## config.mk

```make
export PLATFORM = sky130hd
export DESIGN_NAME = pms_power_mode_sequencer
export DESIGN_NICKNAME = d
export VERILOG_FILES = /design/src/inc/pms_pkg.sv /design/src/hw/pms_power_mode_sequencer.sv
export SDC_FILE = /design/constraint.sdc
export NUM_CORES = 1
export LEC_CHECK = 0
export ABC_AREA = 1
export BUFFER_PORTS_ARGS = -buffer_cell sky130_fd_sc_hd__buf_2
export CAP_MARGIN = 5
export CORE_ASPECT_RATIO = 1.75
export CORE_MARGIN = 2
export CORE_UTILIZATION = 40
export CTS_CLUSTER_SIZE = 40
export DETAILED_ROUTE_END_ITERATION = 12
export GPL_TIMING_DRIVEN = 1
export PLACE_DENSITY = 0.59
export SETUP_SLACK_MARGIN = 0.3
export SLEW_MARGIN = 20
export SYNTH_ARGS = -nofsm -noshare
export SYNTH_HDL_FRONTEND = slang
export SYNTH_SLANG_ARGS = --single-unit
```

## constraint.sdc

```tcl
create_clock -name hclk -period 4.5 [get_ports hclk]
set_clock_uncertainty 0.15 [all_clocks]
set_input_delay 1.35 -clock hclk [delete_from_list [all_inputs] [get_ports hclk]]
set_output_delay 1.35 -clock hclk [all_outputs]
set_load 0.05 [all_outputs]
```

## src/inc/pms_pkg.sv

```systemverilog
package pms_pkg;

    localparam int unsigned PMS_AW    = 8;
    localparam int unsigned PMS_DW    = 32;
    localparam int unsigned PMS_TMO_W = 32;
    localparam int unsigned PMS_LP_W  = 16;
    localparam int unsigned PMS_CTRL_W = 3;
    localparam int unsigned PMS_IRQ_W  = 3;
    localparam int unsigned PMS_RF_W   = 4;
    localparam int unsigned PMS_SYNC_W = 3;

    // Register byte offsets
    localparam logic [PMS_AW-1:0] PMS_OFS_CTRL      = 8'h00;
    localparam logic [PMS_AW-1:0] PMS_OFS_TMO_IDLE  = 8'h04;
    localparam logic [PMS_AW-1:0] PMS_OFS_TMO_SLEEP = 8'h08;
    localparam logic [PMS_AW-1:0] PMS_OFS_TMO_OFF   = 8'h0C;
    localparam logic [PMS_AW-1:0] PMS_OFS_LP_IVL    = 8'h10;
    localparam logic [PMS_AW-1:0] PMS_OFS_STATUS    = 8'h14;
    localparam logic [PMS_AW-1:0] PMS_OFS_IRQ_STAT  = 8'h18;
    localparam logic [PMS_AW-1:0] PMS_OFS_IRQ_CLR   = 8'h1C;
    localparam logic [PMS_AW-1:0] PMS_OFS_IRQ_EN    = 8'h20;
    localparam logic [PMS_AW-1:0] PMS_OFS_RF_FORCE  = 8'h24;
    localparam logic [PMS_AW-1:0] PMS_OFS_CMD       = 8'h28;
    localparam logic [PMS_AW-1:0] PMS_OFS_TIMER     = 8'h2C;

    // Control bits
    localparam int unsigned PMS_CTRL_AUTO   = 0;
    localparam int unsigned PMS_CTRL_REGOFF = 1;
    localparam int unsigned PMS_CTRL_LPCONN = 2;
    localparam logic [PMS_CTRL_W-1:0] PMS_CTRL_RST = 3'h3;

    // Command bits
    localparam int unsigned PMS_CMD_WAKE = 0;
    localparam int unsigned PMS_CMD_STEP = 1;

    // Interrupt bits
    localparam int unsigned PMS_IRQ_MODE   = 0;
    localparam int unsigned PMS_IRQ_HWAKE  = 1;
    localparam int unsigned PMS_IRQ_LPWAKE = 2;

    // Status field position of mode
    localparam int unsigned PMS_STAT_MODE_LSB = 0;

    localparam logic [PMS_TMO_W-1:0] PMS_TMO_IDLE_RST  = 32'h0000_C350;
    localparam logic [PMS_TMO_W-1:0] PMS_TMO_SLEEP_RST = 32'h0004_C4B4;
    localparam logic [PMS_TMO_W-1:0] PMS_TMO_OFF_RST   = 32'h02FA_F080;
    localparam logic [PMS_LP_W-1:0]  PMS_LP_IVL_RST    = 16'h0800;

    localparam int unsigned PMS_HTRANS_ACT_BIT = 1;
    localparam logic        PMS_HRESP_OKAY     = 1'b0;

    typedef enum logic [1:0] {
        PMS_ACTIVE,
        PMS_IDLE,
        PMS_SLEEP,
        PMS_OFF
    } pms_mode_t;

    typedef struct packed {
        logic tx;
        logic rx;
        logic pll;
        logic pa;
    } pms_rf_t;

    typedef struct packed {
        pms_mode_t             mode;
        logic [PMS_TMO_W-1:0]  tmr;
        logic [PMS_LP_W-1:0]   lp_cnt;
        logic [PMS_SYNC_W-1:0] ue_sync;
        logic [PMS_SYNC_W-1:0] lp_sync;
        logic                  ue_lvl;
        logic                  lp_lvl;
        logic [PMS_CTRL_W-1:0] ctrl;
        logic [PMS_TMO_W-1:0]  tmo_idle;
        logic [PMS_TMO_W-1:0]  tmo_sleep;
        logic [PMS_TMO_W-1:0]  tmo_off;
        logic [PMS_LP_W-1:0]   lp_ivl;
        logic [PMS_IRQ_W-1:0]  irq_stat;
        logic [PMS_IRQ_W-1:0]  irq_en;
        pms_rf_t               rf_force;
        logic                  wr_pend;
        logic                  rd_pend;
        logic [PMS_AW-1:0]     addr;
        logic                  hreadyout;
        logic [PMS_DW-1:0]     hrdata;
        logic                  core_en;
        logic                  amp_en;
        logic                  reg_dis;
        pms_rf_t               rf_pd;
        logic                  wake_tick;
        logic                  irq;
    } pms_state_t;

    localparam pms_rf_t PMS_RF_ALL = '{tx: 1'b1, rx: 1'b1, pll: 1'b1, pa: 1'b1};

    localparam pms_state_t PMS_STATE_RST = '{
        mode:      PMS_ACTIVE,
        ctrl:      PMS_CTRL_RST,
        tmo_idle:  PMS_TMO_IDLE_RST,
        tmo_sleep: PMS_TMO_SLEEP_RST,
        tmo_off:   PMS_TMO_OFF_RST,
        lp_ivl:    PMS_LP_IVL_RST,
        hreadyout: 1'b1,
        core_en:   1'b1,
        amp_en:    1'b1,
        rf_pd:     PMS_RF_ALL,
        default:   '0
    };

endpackage

```

## src/hw/pms_power_mode_sequencer.sv

```systemverilog
// Summary of operation
// - Four power modes exist, from highest to lowest: active, idle, sleep and deep power-off.
// - After a programmed period without user activity the mode steps to the next lower one.
// - User activity in any lower mode returns straight to active without intermediate modes.
// - Deep power-off turns off both the core supply output and the amplifier supply.
// - The always-on I/O domain logic keeps watching for user events in deep power-off and powers the chip back up.
// - Separate power-down outputs exist for the radio transmit path, receive path, synthesizer and amplifier.
// - Baseband packet requests switch the radio blocks on and off within each packet exchange.
// - In low-power connection mode the block counts low-power oscillator ticks while in sleep and wakes after a set interval.
// - Power actions come from software register writes, baseband packet events, user events, activity timeouts or the low-power interval.
// - Entering deep power-off drives a firmware-enabled signal that disables the on-chip regulator.
//
// The register addresses and register access over AHB-Lite are this design's own decisions.
module pms_power_mode_sequencer
    import pms_pkg::*;
(
    input  wire logic              hclk,
    input  wire logic              hresetn,
    input  wire logic              clk_en,
    input  wire logic              hsel,
    input  wire logic [PMS_DW-1:0] haddr,
    input  wire logic [1:0]        htrans,
    input  wire logic              hwrite,
    input  wire logic [2:0]        hsize,
    input  wire logic [PMS_DW-1:0] hwdata,
    input  wire logic              hready,
    output logic                   hreadyout,
    output logic                   hresp,
    output logic [PMS_DW-1:0]      hrdata,
    input  wire logic              user_event,
    input  wire logic              lp_osc,
    input  wire logic              bb_tx_req,
    input  wire logic              bb_rx_req,
    output pms_mode_t              mode,
    output logic                   core_supply_output_en,
    output logic                   amplifier_supply_en,
    output logic                   regulator_disable,
    output pms_rf_t                rf_pd,
    output logic                   lp_wake_tick,
    output logic                   irq
);

    pms_state_t st_r;
    pms_state_t st_nxt;

    function automatic pms_mode_t lower_mode(input pms_mode_t m);
        unique case (m)
            PMS_ACTIVE: lower_mode = PMS_IDLE;
            PMS_IDLE:   lower_mode = PMS_SLEEP;
            PMS_SLEEP:  lower_mode = PMS_OFF;
            PMS_OFF:    lower_mode = PMS_OFF;
        endcase
    endfunction

    function automatic logic [PMS_TMO_W-1:0] mode_period(input pms_state_t s);
        unique case (s.mode)
            PMS_ACTIVE: mode_period = s.tmo_idle;
            PMS_IDLE:   mode_period = s.tmo_sleep;
            PMS_SLEEP:  mode_period = s.tmo_off;
            PMS_OFF:    mode_period = '0;
        endcase
    endfunction

    function automatic logic [PMS_DW-1:0] read_word(input pms_state_t s);
        logic [PMS_DW-1:0] w;
        w = '0;
        unique case (s.addr)
            PMS_OFS_CTRL:      w[PMS_CTRL_W-1:0] = s.ctrl;
            PMS_OFS_TMO_IDLE:  w = s.tmo_idle;
            PMS_OFS_TMO_SLEEP: w = s.tmo_sleep;
            PMS_OFS_TMO_OFF:   w = s.tmo_off;
            PMS_OFS_LP_IVL:    w[PMS_LP_W-1:0] = s.lp_ivl;
            PMS_OFS_STATUS:    w[PMS_STAT_MODE_LSB +: $bits(pms_mode_t)] = s.mode;
            PMS_OFS_IRQ_STAT:  w[PMS_IRQ_W-1:0] = s.irq_stat;
            PMS_OFS_IRQ_EN:    w[PMS_IRQ_W-1:0] = s.irq_en;
            PMS_OFS_RF_FORCE:  w[PMS_RF_W-1:0] = s.rf_force;
            PMS_OFS_TIMER:     w = s.tmr;
            default:           w = '0;
        endcase
        return w;
    endfunction

    // Three-stage synchroniser with agreement filter; stage 0 feeds stage 1 only
    function automatic logic sync_level(input logic [PMS_SYNC_W-1:0] s, input logic lvl);
        return (s[1] == s[2]) ? s[2] : lvl;
    endfunction

    always_comb begin
        logic              ue_rise;
        logic              lp_tick;
        logic              bb_evt;
        logic              addr_ok;
        logic              cmd_wake;
        logic              cmd_step;
        logic              lp_wake;
        logic              timeout;
        logic              powered;
        logic              tx_on;
        logic              rx_on;
        logic [PMS_TMO_W-1:0] period;
        logic [PMS_IRQ_W-1:0] clr;
        logic [PMS_IRQ_W-1:0] ev;
        ue_rise  = 1'b0;
        lp_tick  = 1'b0;
        bb_evt   = 1'b0;
        addr_ok  = 1'b0;
        cmd_wake = 1'b0;
        cmd_step = 1'b0;
        lp_wake  = 1'b0;
        timeout  = 1'b0;
        powered  = 1'b0;
        tx_on    = 1'b0;
        rx_on    = 1'b0;
        period   = '0;
        clr      = '0;
        ev       = '0;
        st_nxt   = st_r;
        st_nxt.wake_tick = 1'b0;

        // Always-on domain: keeps sampling wake sources in every mode
        st_nxt.ue_sync = {st_r.ue_sync[PMS_SYNC_W-2:0], user_event};
        st_nxt.lp_sync = {st_r.lp_sync[PMS_SYNC_W-2:0], lp_osc};
        st_nxt.ue_lvl  = sync_level(st_r.ue_sync, st_r.ue_lvl);
        st_nxt.lp_lvl  = sync_level(st_r.lp_sync, st_r.lp_lvl);
        ue_rise = st_nxt.ue_lvl & ~st_r.ue_lvl;
        lp_tick = st_nxt.lp_lvl & ~st_r.lp_lvl;

        // Register writes land in the data phase
        if (st_r.wr_pend) begin
            unique case (st_r.addr)
                PMS_OFS_CTRL:      st_nxt.ctrl = hwdata[PMS_CTRL_W-1:0];
                PMS_OFS_TMO_IDLE:  st_nxt.tmo_idle = hwdata;
                PMS_OFS_TMO_SLEEP: st_nxt.tmo_sleep = hwdata;
                PMS_OFS_TMO_OFF:   st_nxt.tmo_off = hwdata;
                PMS_OFS_LP_IVL:    st_nxt.lp_ivl = hwdata[PMS_LP_W-1:0];
                PMS_OFS_IRQ_CLR:   clr = hwdata[PMS_IRQ_W-1:0];
                PMS_OFS_IRQ_EN:    st_nxt.irq_en = hwdata[PMS_IRQ_W-1:0];
                PMS_OFS_RF_FORCE:  st_nxt.rf_force = hwdata[PMS_RF_W-1:0];
                PMS_OFS_CMD: begin
                    cmd_wake = hwdata[PMS_CMD_WAKE];
                    cmd_step = hwdata[PMS_CMD_STEP];
                end
                default: ;
            endcase
        end

        // Baseband is unpowered in deep power-off, so its requests are ignored there
        bb_evt = (bb_tx_req | bb_rx_req) & (st_r.mode != PMS_OFF);

        if (st_r.ctrl[PMS_CTRL_LPCONN] && st_r.mode == PMS_SLEEP) begin
            if (lp_tick) begin
                if (st_r.lp_cnt >= st_r.lp_ivl - 16'h0001) begin
                    lp_wake = 1'b1;
                    st_nxt.lp_cnt = '0;
                end else begin
                    st_nxt.lp_cnt = st_r.lp_cnt + 16'h0001;
                end
            end
        end else begin
            st_nxt.lp_cnt = '0;
        end

        period  = mode_period(st_r);
        timeout = st_r.ctrl[PMS_CTRL_AUTO] && period != '0 && st_r.tmr >= period - 32'h0000_0001;

        if (ue_rise || cmd_wake || lp_wake || bb_evt) begin
            st_nxt.mode = PMS_ACTIVE;
            st_nxt.tmr  = '0;
        end else if ((cmd_step || timeout) && st_r.mode != PMS_OFF) begin
            st_nxt.mode = lower_mode(st_r.mode);
            st_nxt.tmr  = '0;
        end else if (st_r.ctrl[PMS_CTRL_AUTO] && st_r.mode != PMS_OFF) begin
            st_nxt.tmr = st_r.tmr + 32'h0000_0001;
        end

        st_nxt.wake_tick = lp_wake;

        ev[PMS_IRQ_MODE]   = st_nxt.mode != st_r.mode;
        ev[PMS_IRQ_HWAKE]  = ue_rise && st_r.mode == PMS_OFF;
        ev[PMS_IRQ_LPWAKE] = lp_wake;
        // New event wins over a clear in the same cycle
        st_nxt.irq_stat = (st_r.irq_stat & ~clr) | ev;
        st_nxt.irq      = |(st_nxt.irq_stat & st_nxt.irq_en);

        // Supplies follow the mode being entered
        powered = st_nxt.mode != PMS_OFF;
        st_nxt.core_en = powered;
        st_nxt.amp_en  = powered;
        st_nxt.reg_dis = ~powered & st_r.ctrl[PMS_CTRL_REGOFF];

        // Radio blocks powered only for the packet in flight, or by software force
        tx_on = powered & (bb_tx_req | st_r.rf_force.tx);
        rx_on = powered & (bb_rx_req | st_r.rf_force.rx);
        st_nxt.rf_pd.tx  = ~tx_on;
        st_nxt.rf_pd.rx  = ~rx_on;
        st_nxt.rf_pd.pll = ~(tx_on | rx_on | (powered & st_r.rf_force.pll));
        st_nxt.rf_pd.pa  = ~(powered & (bb_tx_req | st_r.rf_force.pa));

        // AHB-Lite slave: writes zero-wait, reads take one wait state
        addr_ok = hsel & htrans[PMS_HTRANS_ACT_BIT] & hready;
        st_nxt.wr_pend = addr_ok & hwrite;
        st_nxt.rd_pend = addr_ok & ~hwrite;
        if (addr_ok) begin
            st_nxt.addr = haddr[PMS_AW-1:0];
        end
        if (addr_ok && !hwrite) begin
            st_nxt.hreadyout = 1'b0;
        end else if (st_r.rd_pend) begin
            // Sampled one cycle late so a write just before is already visible
            st_nxt.hrdata    = read_word(st_r);
            st_nxt.hreadyout = 1'b1;
        end
    end

    always_ff @(posedge hclk or negedge hresetn) begin
        if (!hresetn) begin
            st_r <= PMS_STATE_RST;
        end else if (clk_en) begin
            st_r <= st_nxt;
        end
    end

    assign hreadyout             = st_r.hreadyout;
    assign hresp                 = PMS_HRESP_OKAY;
    assign hrdata                = st_r.hrdata;
    assign mode                  = st_r.mode;
    assign core_supply_output_en = st_r.core_en;
    assign amplifier_supply_en   = st_r.amp_en;
    assign regulator_disable     = st_r.reg_dis;
    assign rf_pd                 = st_r.rf_pd;
    assign lp_wake_tick          = st_r.wake_tick;
    assign irq                   = st_r.irq;

endmodule

```

Yosys cells after proc, flatten, opt, wreduce, memory -nomap -nowiden
Cells that the tools add are included.
{"block": "word_totals", "memories": 0, "out_inout_bits": 45, "latch_bits": 0, "regBits": 234, "elab_cells": 148, "romBits": 0, "mem_bits_rw": 0, "in_bits": 79}
{"block": "classes", "n_reduce_logical": 30, "shift": 0, "n_mux": 30, "div_mod_pow": 0, "multipliers": 0, "n_bitwise": 31, "n_eq_ne": 20, "magnitude_cmp": 2, "addsub": 4}
{"op": "one-hot mux 32 bit (4 select lines)", "n": 1}
{"op": "2-to-1 mux 32 bit", "n": 2}
{"op": "one-hot mux 16 bit (4 select lines)", "n": 1}
{"op": "one-hot mux 12 bit (5 select lines)", "n": 1}
{"op": "2-to-1 mux 16 bit", "n": 3}
{"op": "2-to-1 mux 34 bit", "n": 1}
{"op": "2-to-1 mux 33 bit", "n": 1}
{"op": "adder 32 x 1 -> 32 bit (second input constant)", "n": 1}
{"op": "equality test 8 x 5 -> 1 bit (second input constant)", "n": 4}
{"op": "equality test 8 x 6 -> 1 bit (second input constant)", "n": 4}
{"op": ">= comparator 32 bit", "n": 1}
{"op": "nonzero test 32 bit", "n": 1}
{"op": "subtractor 32 x 1 -> 32 bit (second input constant)", "n": 1}
{"op": "AND reduction 3 bit", "n": 7}
{"op": "one-hot mux 2 bit (10 select lines)", "n": 1}
{"op": "adder 16 x 1 -> 16 bit (second input constant)", "n": 1}
{"op": "equality test 8 x 4 -> 1 bit (second input constant)", "n": 2}
{"op": ">= comparator 16 bit", "n": 1}
{"op": "subtractor 16 x 1 -> 16 bit (second input constant)", "n": 1}
{"op": "bitwise AND 1 bit", "n": 12}
{"op": "2-to-1 mux 1 bit", "n": 10}
{"op": "2-to-1 mux 3 bit", "n": 3}
{"op": "NOT 1 bit", "n": 9}
{"op": "one-hot mux 1 bit (9 select lines)", "n": 1}
{"op": "25 further kinds", "n": 47}

Logic depth before layout (Yosys ltp)
Gate-level depths: netlist of run 1.
{"block": "depth", "ltp_word": 14, "depth_mapped": 33, "ltp_nobuf": 30}

Worst setup path after synthesis of run 1
OpenSTA, ideal clock, no wires.
{"block": "synth_timing", "path_kind": "flip-flop to flip-flop", "startpoint": "register st_r, in the netlist mode[1]", "endpoint": "register st_r[222] (netlist name)", "stages_incl_launch_ff": 34, "required_time_ns": 4.233, "synth_period_minus_slack_ns": 4.007, "slack_ns": 0.493, "setup_time_ns": 0.117, "arrival_time_ns": 3.740, "path_buffers": 3, "path_cell_list": "dfrtp_1 > buf_6 > inv_4 > nor2_1 > buf_6 > nand2_1 > nand2_1 > a21oi_1 > ha_1 > nand4_1 > nor2_2 > nand2_2 > nor2_4 > nand3_1 > nor2_1 > nand2_1 > xor2_1 > ha_1 > nand2_1 > nor2_1 > nand2_1 > nor2_1 > nand2_1 > nand2_1 > nand3_2 > nand2_2 > nand2_2 > nand2_2 > inv_2 > o21ai_2 > nand2_2 > buf_4 > nand2_1 > nand2_1"}
{"block": "synth_via", "elab_chain_len": 9, "word_cells_on_any_way": 23, "classes_between": "1 x add/sub; 1 x order compare; 4 x eq/ne; 4 x mux; 1 x bitwise; 12 x reduce/logical"}
{"element": "from (decl)", "line_no": "pms_power_mode_sequencer.sv:43", "rtl": "pms_state_t st_r;"}
{"element": "from (signal assigned)", "line_no": "pms_power_mode_sequencer.sv:219", "rtl": "st_r <= st_nxt;"}
{"element": "equality test 2 bit (tied with other cells)", "line_no": "pms_power_mode_sequencer.sv:56", "rtl": "unique case (s.mode)"}
{"element": "one-hot mux 32 bit (4 select lines)", "line_no": "pms_power_mode_sequencer.sv:56"}
{"element": "subtractor 32 x 1 -> 32 bit / nonzero test 32 bit (equally long branches)", "line_no": "pms_power_mode_sequencer.sv:164", "rtl": "timeout = st_r.ctrl[PMS_CTRL_AUTO] && period != '0 && st_r.tmr >= period - 32'h0000_0001;"}
{"element": ">= comparator 32 bit / logical AND 1 bit (equally long branches)", "line_no": "pms_power_mode_sequencer.sv:164"}
{"element": "logical AND 1 bit", "line_no": "pms_power_mode_sequencer.sv:164"}
{"element": "logical OR 1 bit", "line_no": "pms_power_mode_sequencer.sv:169", "rtl": "end else if ((cmd_step || timeout) && st_r.mode != PMS_OFF) begin"}
{"element": "logical AND 1 bit", "line_no": "pms_power_mode_sequencer.sv:169"}
{"element": "nonzero test 3 bit (no line) / 2-to-1 mux 32 bit (equally long branches)"}
{"element": "AND reduction 2 bit (no line) / 2-to-1 mux 34 bit (equally long branches)"}
Parallel ways exist; a longest one is shown, timed or not.
A chain may end at the register's enable or synchronous reset.

Final worst setup path of run 1
{"block": "layout_timing", "startpoint": "register st_r, in the netlist mode[1]", "endpoint": "register st_r[229] (netlist name)"}
The elaborated chain is that of the path after synthesis.

==> impl_results.md, run 1 <==
- Final setup TNS: 0 ps
- Final period demand of the worst path: 4210 ps
- Vias in the first global route: 13000
- CTS Root Cell: sky130_fd_sc_hd__clkbuf_16
- CTS H-tree depth: 1
- Area growth from synthesis to layout: 20.8%
- Status: finished, final reports clean
- Placer Congestion: 0.933
- Launch instance of the worst min-delay path: hreadyout$_DFFE_PN1P_
- Fraction of synthesis flops using an asynchronous set or reset pin: 1.00
- Port bufs: 94
- Post-Synthesis Net Count: 2027
- Post-detailed-route DRC marker count: 0
- Length of the first detailed-routing pass in iterations: 5
- CP Data Arrival Time: 4500 ps
- FMAX: 238 MHz
- Required arrival time at the worst endpoint: 4800 ps
- Clock transition at the register clock pins on the worst setup and hold paths after CTS: 60 ps
- Slew at the pin with the worst max-slew slack: 1140 ps
- Maximum number of pins on one net before global-route repair: 76
- Type of element capturing the critical path: flip-flop
- Highest ir drop seen on vdd: 296 uV
- Number of antenna violations at the first check in global routing: 0
- Commonest cells after routing, fill and taps aside: 521 x sky130_fd_sc_hd__nand2_1, 197 x sky130_fd_sc_hd__dfrtp_1, 179 x sky130_fd_sc_hd__inv_1, 175 x sky130_fd_sc_hd__o21ai_0, 121 x sky130_fd_sc_hd__nor2_1
- Placement Setup Slack: -49.1 ps
- Worst slew slack as a fraction of its limit: 0.240
- Seq/Total Area, Yosys: 0.412
- Chip height: 254 microns
- Global-route wire length before repair: 71.2 mm
- Min-Delay Endpoint: hreadyout$_DFFE_PN1P_
- Mapped cell area: 14300 sq um
- Vias after detailed routing: 13200
- Post-layout nets: 2157
- Class of the tightest hold or removal check: reg -> reg
- Largest stage delay, worst path: 470 ps
- Final Hold Viols: 0
- Slack of the worst reg-to-reg path: 290 ps
- Total CTS buffers: 25
- Largest fanout of any net on the critical path: 14
- Critical register-to-register path startpoint: mode[1]$_DFFE_PN0P_
- Longest Clk Path Bufs: 3
- Seq cells post-synth: 234
- Startpoint-to-endpoint class of the critical path: reg -> reg
- Clock latency at the later pin of the worst-skew pair: 570 ps
- Commonest non-fill, non-tap cell in the layout: sky130_fd_sc_hd__nand2_1
- Beginning of the critical path: mode[1]$_DFFE_PN0P_
- Average routed wire per standard cell: 18.2 microns
- Leakage power: 8.26 nW
- Distinct cell type count after synthesis: 49
- Cell with the largest stage delay on the worst path: sky130_fd_sc_hd__dfrtp_2
- I/O pins: 124
- Total wirelength of the detailed-routed design: 45.6 mm
- Worst-case reg-to-reg path depth: 29
- Core outline area: 35300 sq um
- Global Route Usage Sum: 0.243
- Ratio of final minimum period to clock period: 0.935
- Layout cells sized above 1: 0.218
- Total setup violations reported at the end of the flow: 0
- Post-DP HPWL: 33.1 mm
- Post-Syn Instances: 1896
- Slew Limit Fails: 0
- Synth warn: 0
- Grt total ovfl: 0
- First DRT Iteration DRCs: 850
- Detail-routed via count per cell: 5.25
- Crit path top cell by count: sky130_fd_sc_hd__nand2_1
- Number of synthesized flops with an enable pin: 0
- Category of the worst setup path launch point: flip-flop
- Die Area: 37400 sq um
- Avg Cell Area, Syn: 7.56 sq um
- Clk sinks: 234
- Clock tree from TritonCTS: done
- Worst path setup slack after routing: 294 ps
- Number of violations of the max-capacitance limit: 0
- Remaining antenna violation count: 0
- Prevailing post-synth register cell: sky130_fd_sc_hd__dfrtp_1
- Cell depth of the worst hold path: 2
- Diode count: 0
- Starting density of the core: 0.406
- RSZ-0062 raised after global routing: yes
- Endpoint of the worst register-to-register path: st_r[229]$_DFFE_PN0P_
- Die span in x: 147 microns
- Pwr Density: 349 nW/um^2
- Row count: 91
- Count of hold buffers inserted by post-cts repair: 0
==> worst max-delay path by stage <==
| stage | depth (start not counted) | slack, ps | to |
|---|---|---|---|
| after floorplan | 33 | 490 | st_r[222]$_DFFE_PN0P_ |
| after global placement | 31 | 20 | st_r[207]$_DFFE_PN0P_ |
| after detailed placement | 31 | -50 | st_r[207]$_DFFE_PN0P_ |
| after CTS | 32 | 240 | st_r[229]$_DFFE_PN0P_ |
| after global routing | 33 | 20 | st_r[220]$_DFFE_PN0P_ |
| final | 29 | 290 | st_r[229]$_DFFE_PN0P_ |
==> critical path: cells and delay by family, from the launching register on <==
kind / cells / cell delay (ps)
AO/OA/AOI/OAI: 2 / 200
XOR/XNOR: 1 / 210
adder cells (fa/ha/maj): 1 / 280
buffers and inverters: 7 / 920
flip-flops: 1 / 470
AND/OR/NAND/NOR: 18 / 1860
==> flip-flops by register name, summed over array words and instances (netlist names) <==
register,count
rf_pd,4
irq,1
st_nxt,4
hrdata,32
hreadyout,1
lp_wake_tick,1
st_r,187
amplifier_supply_en,1
regulator_disable,1
mode,2
==> layer usage <==
| layer | vias to the layer above | part of all wire | track usage | wire length, microns |
|---|---|---|---|---|
| met5 | - | 0 | 0 | 0 |
| met4 | 0 | 0.056 | 0.127 | 2560 |
| met3 | 110 | 0.042 | 0.0170 | 1900 |
| met2 | 380 | 0.53 | 0.456 | 24000 |
| met1 | 6288 | 0.38 | 0.272 | 17200 |
| li1 | 6392 | - | - | - |
==> synth_stat cells (2+ instances only) <==
library cell | count | area, sq um
sky130_fd_sc_hd__nand4_1 | 18 | 113
sky130_fd_sc_hd__a31oi_1 | 7 | 43.8
sky130_fd_sc_hd__dfstp_2 | 35 | 920
sky130_fd_sc_hd__dfrtp_1 | 199 | 4980
sky130_fd_sc_hd__a21oi_1 | 40 | 200
sky130_fd_sc_hd__buf_2 | 9 | 45.0
sky130_fd_sc_hd__inv_1 | 183 | 687
sky130_fd_sc_hd__mux2_2 | 6 | 67.6
sky130_fd_sc_hd__o21a_1 | 4 | 30.0
sky130_fd_sc_hd__nor2_2 | 13 | 81.3
sky130_fd_sc_hd__a22o_1 | 5 | 43.8
sky130_fd_sc_hd__o21ai_1 | 10 | 50.1
sky130_fd_sc_hd__o2111ai_1 | 11 | 96.3
sky130_fd_sc_hd__xor2_1 | 62 | 543
sky130_fd_sc_hd__inv_2 | 3 | 11.3
sky130_fd_sc_hd__o21ai_0 | 177 | 886
sky130_fd_sc_hd__a32oi_1 | 2 | 17.5
sky130_fd_sc_hd__nand3_1 | 84 | 420
sky130_fd_sc_hd__buf_1 | 4 | 15.0
sky130_fd_sc_hd__buf_6 | 9 | 101
sky130_fd_sc_hd__nand3_2 | 2 | 20.0
sky130_fd_sc_hd__nor4_1 | 8 | 50.1
sky130_fd_sc_hd__nand2_1 | 555 | 2080
sky130_fd_sc_hd__buf_4 | 45 | 338
sky130_fd_sc_hd__ha_1 | 52 | 651
sky130_fd_sc_hd__nor3_2 | 12 | 120
sky130_fd_sc_hd__nor3_1 | 67 | 335
sky130_fd_sc_hd__o22ai_1 | 13 | 81.3
sky130_fd_sc_hd__clkbuf_1 | 47 | 176
sky130_fd_sc_hd__a211oi_1 | 5 | 37.5
sky130_fd_sc_hd__o211ai_1 | 2 | 15.0
sky130_fd_sc_hd__nand2_2 | 7 | 43.8
sky130_fd_sc_hd__xnor2_1 | 16 | 140
sky130_fd_sc_hd__nor3b_1 | 5 | 37.5
sky130_fd_sc_hd__a221oi_1 | 21 | 184
sky130_fd_sc_hd__clkinv_1 | 3 | 11.3
sky130_fd_sc_hd__inv_4 | 2 | 12.5
sky130_fd_sc_hd__nor2_1 | 142 | 533
==> per-stage QoR <==
step | instance area (sq um) | std cells | hold WS [ps] | power [mW] | utilization
floorplan | 14300 | 1896 | 292 | 3.18 | -
global placement | 15400 | 2416 | 307 | 3.48 | 0.436
detailed placement | 15400 | 2416 | 308 | 3.51 | 0.436
CTS | 16700 | 2485 | 319 | 5.97 | 0.474
global route | 17300 | 2510 | 346 | 6.31 | 0.490
finish | 17300 | 2510 | 318 | 6.04 | 0.490
==> what timing repair did <==
| item | 4_1_cts | 5_1_grt |
|---|---|---|
| pin swaps | 21 | 20 |
| endpoints found under the setup margin | 40 | 43 |
| cloned | 2 | 1 |
| setup buffers | 21 | 24 |
| resized for setup | 61 | 90 |
==> final cells by class <==
class                      instances  area [sq um]
clock buffer                      30           674
clock inverter                    16           254
fill                            3504         18000
inverter                         192           733
multi-input combinational       1356          7530
sequential                       234          5900
tap                              465           582
timing repair buffer             217          1630
==> where the power goes <==
part | leakage (nW) | switching (mW) | internal, mW
Clock | 0.455 | 0.941 | 1.42
Sequential | 3.06 | 0.0723 | 2.23
Combinational | 4.75 | 0.861 | 0.517
==> kinds of logic (layout without fill, tap and decap cells) <==
logic type	Yosys count	in the layout	synth area share
AOI/OAI and AO/OA	301	301	0.120
xor gates and xnor gates	78	78	0.0477
adders and majority gates	52	52	0.0454
buffers and inverters	306	455	0.0981
DFF	234	234	0.412
muxes	6	6	0.00471
other	1	1	0.000262
and+or+nand+nor	918	918	0.272
Note: power is estimated with default switching activity, not from simulation.
==> run 2: changes to the inputs <==
ABC_AREA = default   (was 1)
RECOVER_POWER = 100   (was default)
==> impl_results.md, run 2 <==
- Final Hold Viols: 0
- Total area of multi-input combinational cells: 7020 sq um
- Endpoint of the worst register-to-register path: st_r[59]$_DFFE_PN0P_
- Remaining antenna violation count: 0
- Arithmetic-cell share of the synthesized area counting full adders, half adders and majority gates: 0.0485
- Worst-case reg-to-reg path depth: 22
- Slack of the worst reg-to-reg path: -160 ps
- Core outline area: 33000 sq um
- Met1 usage in global routing: 0.240
- Critical register-to-register path startpoint: mode[1]$_DFFE_PN0P_
- Average routed wire per standard cell: 20.6 microns
- Post-Synth XOR/XNOR Area: 0.0418
- Finished Core Util: 0.478
- Post-Syn Instances: 1283
- Simple-gate area share of the yosys netlist: 0.131
- Mapped cell area: 13400 sq um
- Vias after detailed routing: 10800
- Clock transition at the register clock pins on the worst setup and hold paths after CTS: 70 ps
- FMAX: 214 MHz
- Status: finished with violations
- DP Area: 14800 sq um
- CP Data Arrival Time: 4940 ps
- Total CTS buffers: 24
- RSZ-0062 raised after global routing: yes
- Final setup TNS: -2430 ps
- Top-count cell post-synth: sky130_fd_sc_hd__dfrtp_1
- Placer Congestion: 0.860
- Most used routing layer in global routing: met2
- Most area-hungry cell type in the Yosys netlist: sky130_fd_sc_hd__dfrtp_1
- Most frequent cells after synthesis: 199 x sky130_fd_sc_hd__dfrtp_1, 137 x sky130_fd_sc_hd__mux2_2, 104 x sky130_fd_sc_hd__nor2_1
- Detail-routed via count per cell: 5.81
- Die Area: 35100 sq um
- Worst hold slack across all endpoints: 357 ps
- Final Instance Count excl. Fillers: 1853
- Pwr Density: 394 nW/um^2
- Slew Limit Fails: 298
- Synth warn: 0
- Area share of the largest cell type after synthesis: 0.371
- Prevailing post-synth register cell: sky130_fd_sc_hd__dfrtp_1
- Category of the worst setup path launch point: flip-flop
- Flip-flop count of the largest register after layout: 187
- Number of antenna violations at the first check in global routing: 1
- Beginning of the critical path: mode[1]$_DFFE_PN0P_
- Total setup violations reported at the end of the flow: 34
- Overall power after layout: 6.22 mW
- Largest family of logic cells by synthesized area: compound AO/OA/AOI/OAI gates
- Met2 Resource Use GR: 0.411
- Port bufs: 94
- Post-layout instance area: 15800 sq um
- Mux share of post-synthesis cell area: 0.140
- Maximum number of pins on one net before global-route repair: 75
- Highest ir drop seen on vdd: 353 uV
- Number of synthesized flops with an enable pin: 0
- Length of the first detailed-routing pass in iterations: 5
- Fraction of synthesis flops using an asynchronous set or reset pin: 1.00
- Violated checks: capacitance limit, slew limit, setup timing
- Register ranked first by flip-flop count: st_r
- Worst path setup slack after routing: -163 ps
- Met3 demand-to-capacity share in global routing: 0.0255
- Seq cells post-synth: 234
- Clk sinks: 234
- Slew at the pin with the worst max-slew slack: 2240 ps
- Layout cells sized above 1: 0.303
- Worst slew slack as a fraction of its limit: -0.495
- Final period demand of the worst path: 4660 ps
- Commonest cells after routing, fill and taps aside: 198 x sky130_fd_sc_hd__dfrtp_1, 135 x sky130_fd_sc_hd__mux2_2, 109 x sky130_fd_sc_hd__buf_4, 101 x sky130_fd_sc_hd__nor2_1, 80 x sky130_fd_sc_hd__nand2_1
- Distinct cell type count after synthesis: 67
- Largest fanout of any net on the critical path: 16
- Global Route Usage Sum: 0.218
- Type of element capturing the critical path: flip-flop
- Seq/Total Area, Yosys: 0.439
- Global-route wire length before repair: 60.2 mm
- Chip height: 246 microns
- Cell total after placement: 1792
- Leakage power: 6.94 nW
- Clock latency at the later pin of the worst-skew pair: 540 ps
- Post-detailed-route DRC marker count: 0
- Commonest non-fill, non-tap cell in the layout: sky130_fd_sc_hd__dfrtp_1
- Startpoint-to-endpoint class of the critical path: reg -> reg
- I/O pins: 124
- Clock tree from TritonCTS: done
- Post-Synthesis Net Count: 1414
- First DRT Iteration DRCs: 535
- Register area: 5900 sq um
- Grt total ovfl: 0
- Area growth from synthesis to layout: 17.6%
- Post-DP HPWL: 27.5 mm
- Longest Clk Path Bufs: 3
- Ratio of final minimum period to clock period: 1.04
- Number of violations of the max-capacitance limit: 7
- Die span in x: 142 microns
- Avg Cell Area, Syn: 10.5 sq um
- Placement Setup Slack: -385 ps
- Post-layout nets: 1560
- Destination of the critical timing path: st_r[59]$_DFFE_PN0P_
- Starting density of the core: 0.406
- Total wirelength of the detailed-routed design: 38.2 mm
- Top cells by area in the synthesized netlist: sky130_fd_sc_hd__dfrtp_1 37%, sky130_fd_sc_hd__mux2_2 11%, sky130_fd_sc_hd__dfstp_2 6.9%
- Row count: 88
- Complex-gate fraction of the synthesized area: 0.146
- Vias in the first global route: 11400
- CTS Root Cell: sky130_fd_sc_hd__clkbuf_16
- Class of the tightest hold or removal check: reg -> reg
- CTS H-tree depth: 1
- Required arrival time at the worst endpoint: 4780 ps
- Layout filler cell count: 3127
-- run 2: layout make-up --
cell class,count,area share
multi-input combinational,915,0.445
sequential,234,0.374
timing repair buffer,225,0.0903
clock buffer,34,0.0430
tap,405,0.0321
clock inverter,10,0.00864
inverter,29,0.00690
antenna,1,0.000159
-- run 2: routing by layer --
| metal | up-vias | routed length (microns) |
|---|---|---|
| li1 | 5023 | - |
| met1 | 5395 | 14500 |
| met2 | 244 | 20800 |
| met3 | 99 | 1380 |
| met4 | 0 | 1500 |
| met5 | - | 0 |
-- run 2: power breakdown --
group          switching, mW  total, mW  internal, mW  leakage (nW)
clock                  0.863       2.09          1.23         0.389
combinational           1.05       1.70         0.650          3.53
sequential             0.139       2.43          2.29          3.03
-- run 2: cell families after synthesis --
| family | Yosys count |
|---|---|
| DFF | 234 |
| adders and majority gates | 52 |
| AOI/OAI and AO/OA | 276 |
| and+or+nand+nor | 352 |
| other | 1 |
| xor gates and xnor gates | 64 |
| muxes | 170 |
| buffers and inverters | 134 |
-- run 2: critical path, stage by stage (launching register included) --
cell and delay, ps:
sky130_fd_sc_hd__dfrtp_2 470, sky130_fd_sc_hd__buf_12 190, sky130_fd_sc_hd__buf_4 130, sky130_fd_sc_hd__mux2i_1 160, sky130_fd_sc_hd__o2bb2ai_1 180, sky130_fd_sc_hd__nor4_4 330
sky130_fd_sc_hd__nand4_1 210, sky130_fd_sc_hd__buf_4 190, sky130_fd_sc_hd__or2_4 270, sky130_fd_sc_hd__nor4_4 160, sky130_fd_sc_hd__xor2_1 170, sky130_fd_sc_hd__ha_1 260
sky130_fd_sc_hd__buf_6 130, sky130_fd_sc_hd__a21oi_2 110, sky130_fd_sc_hd__nand2_1 80, sky130_fd_sc_hd__a221oi_2 310, sky130_fd_sc_hd__o21ai_2 110, sky130_fd_sc_hd__o2bb2ai_4 150
sky130_fd_sc_hd__a21oi_4 200, sky130_fd_sc_hd__o21ai_4 90, sky130_fd_sc_hd__buf_6 140, sky130_fd_sc_hd__buf_4 120, sky130_fd_sc_hd__a31o_2 230
-- run 2: how the worst min path moves through the flow --
stage                                        from                 endpoint  slack (ps)  cells after the start
after floorplan              st_r[61]$_DFFE_PN0P_     st_r[61]$_DFFE_PN0P_         320                      2
after global placement    st_nxt[180]$_DFFE_PN0P_  st_nxt[181]$_DFFE_PN0P_         330                      1
after detailed placement  st_nxt[180]$_DFFE_PN0P_  st_nxt[180]$_DFFE_PN0P_         340                      1
after CTS                 st_nxt[180]$_DFFE_PN0P_  st_nxt[180]$_DFFE_PN0P_         360                      1
after global routing      st_nxt[183]$_DFFE_PN0P_  st_nxt[184]$_DFFE_PN0P_         380                      1
final                     st_nxt[183]$_DFFE_PN0P_  st_nxt[183]$_DFFE_PN0P_         360                      1
-- run 2: timing repair --
| item | 4_1_cts | 5_1_grt |
|---|---|---|
| hold buffers | 0 | 0 |
| gates resized for setup | 22 | 9 |
| buffers inserted | 15 | 0 |
| pin swaps | 9 | 1 |
| endpoints found under the setup margin | 42 | 56 |
| cloned | 1 | 0 |
==> run 3: changes to the inputs <==
BUFFER_PORTS_ARGS = -buffer_cell sky130_fd_sc_hd__clkbuf_2   (was -buffer_cell sky130_fd_sc_hd__buf_2)
==> impl_results.md, run 3 (synthesis results as in run 2) <==
- Flip-flop count of the largest register after layout: 187
- Highest ir drop seen on vdd: 404 uV
- RSZ-0062 raised after global routing: yes
- CP Data Arrival Time: 4950 ps
- Class of the tightest hold or removal check: reg -> reg
- Status: finished with violations
- First DRT Iteration DRCs: 595
- Crit path top cell by count: sky130_fd_sc_hd__buf_4
- Total wirelength of the detailed-routed design: 38.4 mm
- Grt total ovfl: 0
- Largest fanout of any net on the critical path: 13
- Commonest non-fill, non-tap cell in the layout: sky130_fd_sc_hd__dfrtp_1
- Type of element capturing the critical path: flip-flop
- CTS Root Cell: sky130_fd_sc_hd__clkbuf_16
- Register ranked first by flip-flop count: st_r
- Row count: 88
- Clock latency at the later pin of the worst-skew pair: 540 ps
- Count of hold buffers inserted by post-cts repair: 0
- Worst-case reg-to-reg path depth: 23
- Post-DP HPWL: 27.7 mm
- Port bufs: 94
- Min-Delay Endpoint: st_nxt[183]$_DFFE_PN0P_
- Number of violations of the max-capacitance limit: 2
- Final setup TNS: -4240 ps
- Post-detailed-route DRC marker count: 0
- Clock network power share: 0.334
- Violated checks: capacitance limit, slew limit, setup timing
- Global Route Usage Sum: 0.218
- Required arrival time at the worst endpoint: 4770 ps
- Average routed wire per standard cell: 20.6 microns
- Endpoint of the worst register-to-register path: st_r[212]$_DFFE_PN0P_
- Combinational fraction of design power: 0.277
- Largest stage delay, worst path: 470 ps
- Die Area: 35100 sq um
- Pwr Density: 391 nW/um^2
- Die span in x: 142 microns
- Placement Setup Slack: -363 ps
- Critical-path cell list: mux2i_1, o2bb2ai_2, inv_1, ha_2, o211ai_1, nor4_4, buf_4, buf_4, nand2_1, or3_1, xor2_1, ha_1, nand4_1, or2_2, nor4_2, nor4b_1, buf_4, o2bb2ai_4, a21oi_4, buf_6, buf_12, a32oi_1, o21ai_2
- FMAX: 214 MHz
- Remaining antenna violation count: 0
- Core outline area: 33000 sq um
- Leakage power: 7.05 nW
- Length of the first detailed-routing pass in iterations: 8
- Vias in the first global route: 11100
- Final period demand of the worst path: 4680 ps
- Placer Congestion: 0.879
- Cell-internal power: 4.21 mW
- Total setup violations reported at the end of the flow: 40
- Layout cells sized above 1: 0.321
- Final Hold Viols: 0
- Starting density of the core: 0.406
- Ratio of final minimum period to clock period: 1.04
- Slack of the worst reg-to-reg path: -180 ps
- Clock tree from TritonCTS: done
- Maximum number of pins on one net before global-route repair: 78
- Vias after detailed routing: 10800
- Slew Limit Fails: 140
- Worst path setup slack after routing: -176 ps
- Diode count: 0
- Clock transition at the register clock pins on the worst setup and hold paths after CTS: 70 ps
- Switching part of the total: 0.328
- Slew at the pin with the worst max-slew slack: 2030 ps
- Detail-routed via count per cell: 5.80
- Global-route wire length before repair: 60.3 mm
- Worst slew slack as a fraction of its limit: -0.355
- Worst hold slack across all endpoints: 354 ps
- Area growth from synthesis to layout: 19.3%
- Number of antenna violations at the first check in global routing: 0
- Chip height: 246 microns
- Launch instance of the worst min-delay path: st_nxt[183]$_DFFE_PN0P_
- Finished Core Util: 0.485
- Post-layout nets: 1571
- Cell depth of the worst hold path: 1
- Category of the worst setup path launch point: flip-flop
- Overall power after layout: 6.26 mW
- CTS H-tree depth: 1
- Commonest cells after routing, fill and taps aside: 198 x sky130_fd_sc_hd__dfrtp_1, 137 x sky130_fd_sc_hd__mux2_2, 115 x sky130_fd_sc_hd__buf_4, 97 x sky130_fd_sc_hd__nor2_1, 76 x sky130_fd_sc_hd__nand2_1
- Startpoint-to-endpoint class of the critical path: reg -> reg
- Clk sinks: 234
- Total CTS buffers: 24
- Critical register-to-register path startpoint: mode[1]$_DFFE_PN0P_
- Total net switching power: 2.05 mW
- Part of the power in registers: 0.389
- Cell with the largest stage delay on the worst path: sky130_fd_sc_hd__dfrtp_2
- I/O pins: 124
- Longest Clk Path Bufs: 3
-- run 3: how the worst max path moves through the flow --
stage / from / to / slack [ps] / cells after the start
floorplan: mode[1]$_DFFE_PN0P_ / st_r[226]$_DFFE_PN0P_ / -160 / 25
global placement: mode[1]$_DFFE_PN0P_ / st_r[226]$_DFFE_PN0P_ / -320 / 22
detailed placement: mode[1]$_DFFE_PN0P_ / st_r[230]$_DFFE_PN0P_ / -360 / 22
CTS: mode[1]$_DFFE_PN0P_ / st_r[228]$_DFFE_PN0P_ / -90 / 23
global route: mode[1]$_DFFE_PN0P_ / st_r[212]$_DFFE_PN0P_ / -420 / 23
finish: mode[1]$_DFFE_PN0P_ / st_r[212]$_DFFE_PN0P_ / -180 / 23
-- run 3: cell type report --
type	count	area, sq um
Multi-Input combinational cell	915	7140
Tap cell	405	507
Clock inverter	5	78.8
Sequential cell	234	5900
Fill cell	3128	17000
Timing Repair Buffer	236	1530
Inverter	29	109
Clock buffer	38	744
-- run 3: power groups by stage --
stage | clock [mW] | sequential, mW | combinational [mW]
2_1_floorplan | 0 | 2.43 | 1.29
3_3_place_gp | 0 | 2.46 | 1.64
3_5_place_dp | 0 | 2.47 | 1.67
4_1_cts | 2.14 | 2.44 | 1.73
5_1_grt | 2.19 | 2.46 | 1.89
6_report | 2.09 | 2.44 | 1.73
-- run 3: metrics by stage --
stage / instance area [sq um] / instances
6_report: 16000 / 1862
5_1_grt: 16000 / 1862
4_1_cts: 16000 / 1855
3_5_place_dp: 14900 / 1796
3_3_place_gp: 14900 / 1796
2_1_floorplan: 13500 / 1283
-- run 3: critical path, delay by kind of cell, from the launching register on --
kind | cells | cell delay (ps)
AND/OR/NAND/NOR | 7 | 1450
flip-flops | 1 | 470
buffers and inverters | 6 | 760
multiplexers | 1 | 250
XOR/XNOR | 1 | 150
AO/OA/AOI/OAI | 6 | 870
adder cells (fa/ha/maj) | 2 | 450
-- run 3: metal layers --
layer,global-route usage,part of all wire
met1,0.245,0.38
met2,0.423,0.55
met4,0.0748,0.031
met5,0,0
met3,0.0190,0.031
-- run 3: timing repair --
| item | in CTS | in global routing |
|---|---|---|
| gates cloned | 0 | 1 |
| setup buffers | 16 | 6 |
| pin swaps | 12 | 11 |
| gates resized for setup | 32 | 23 |
| setup endpoints to repair | 42 | 43 |
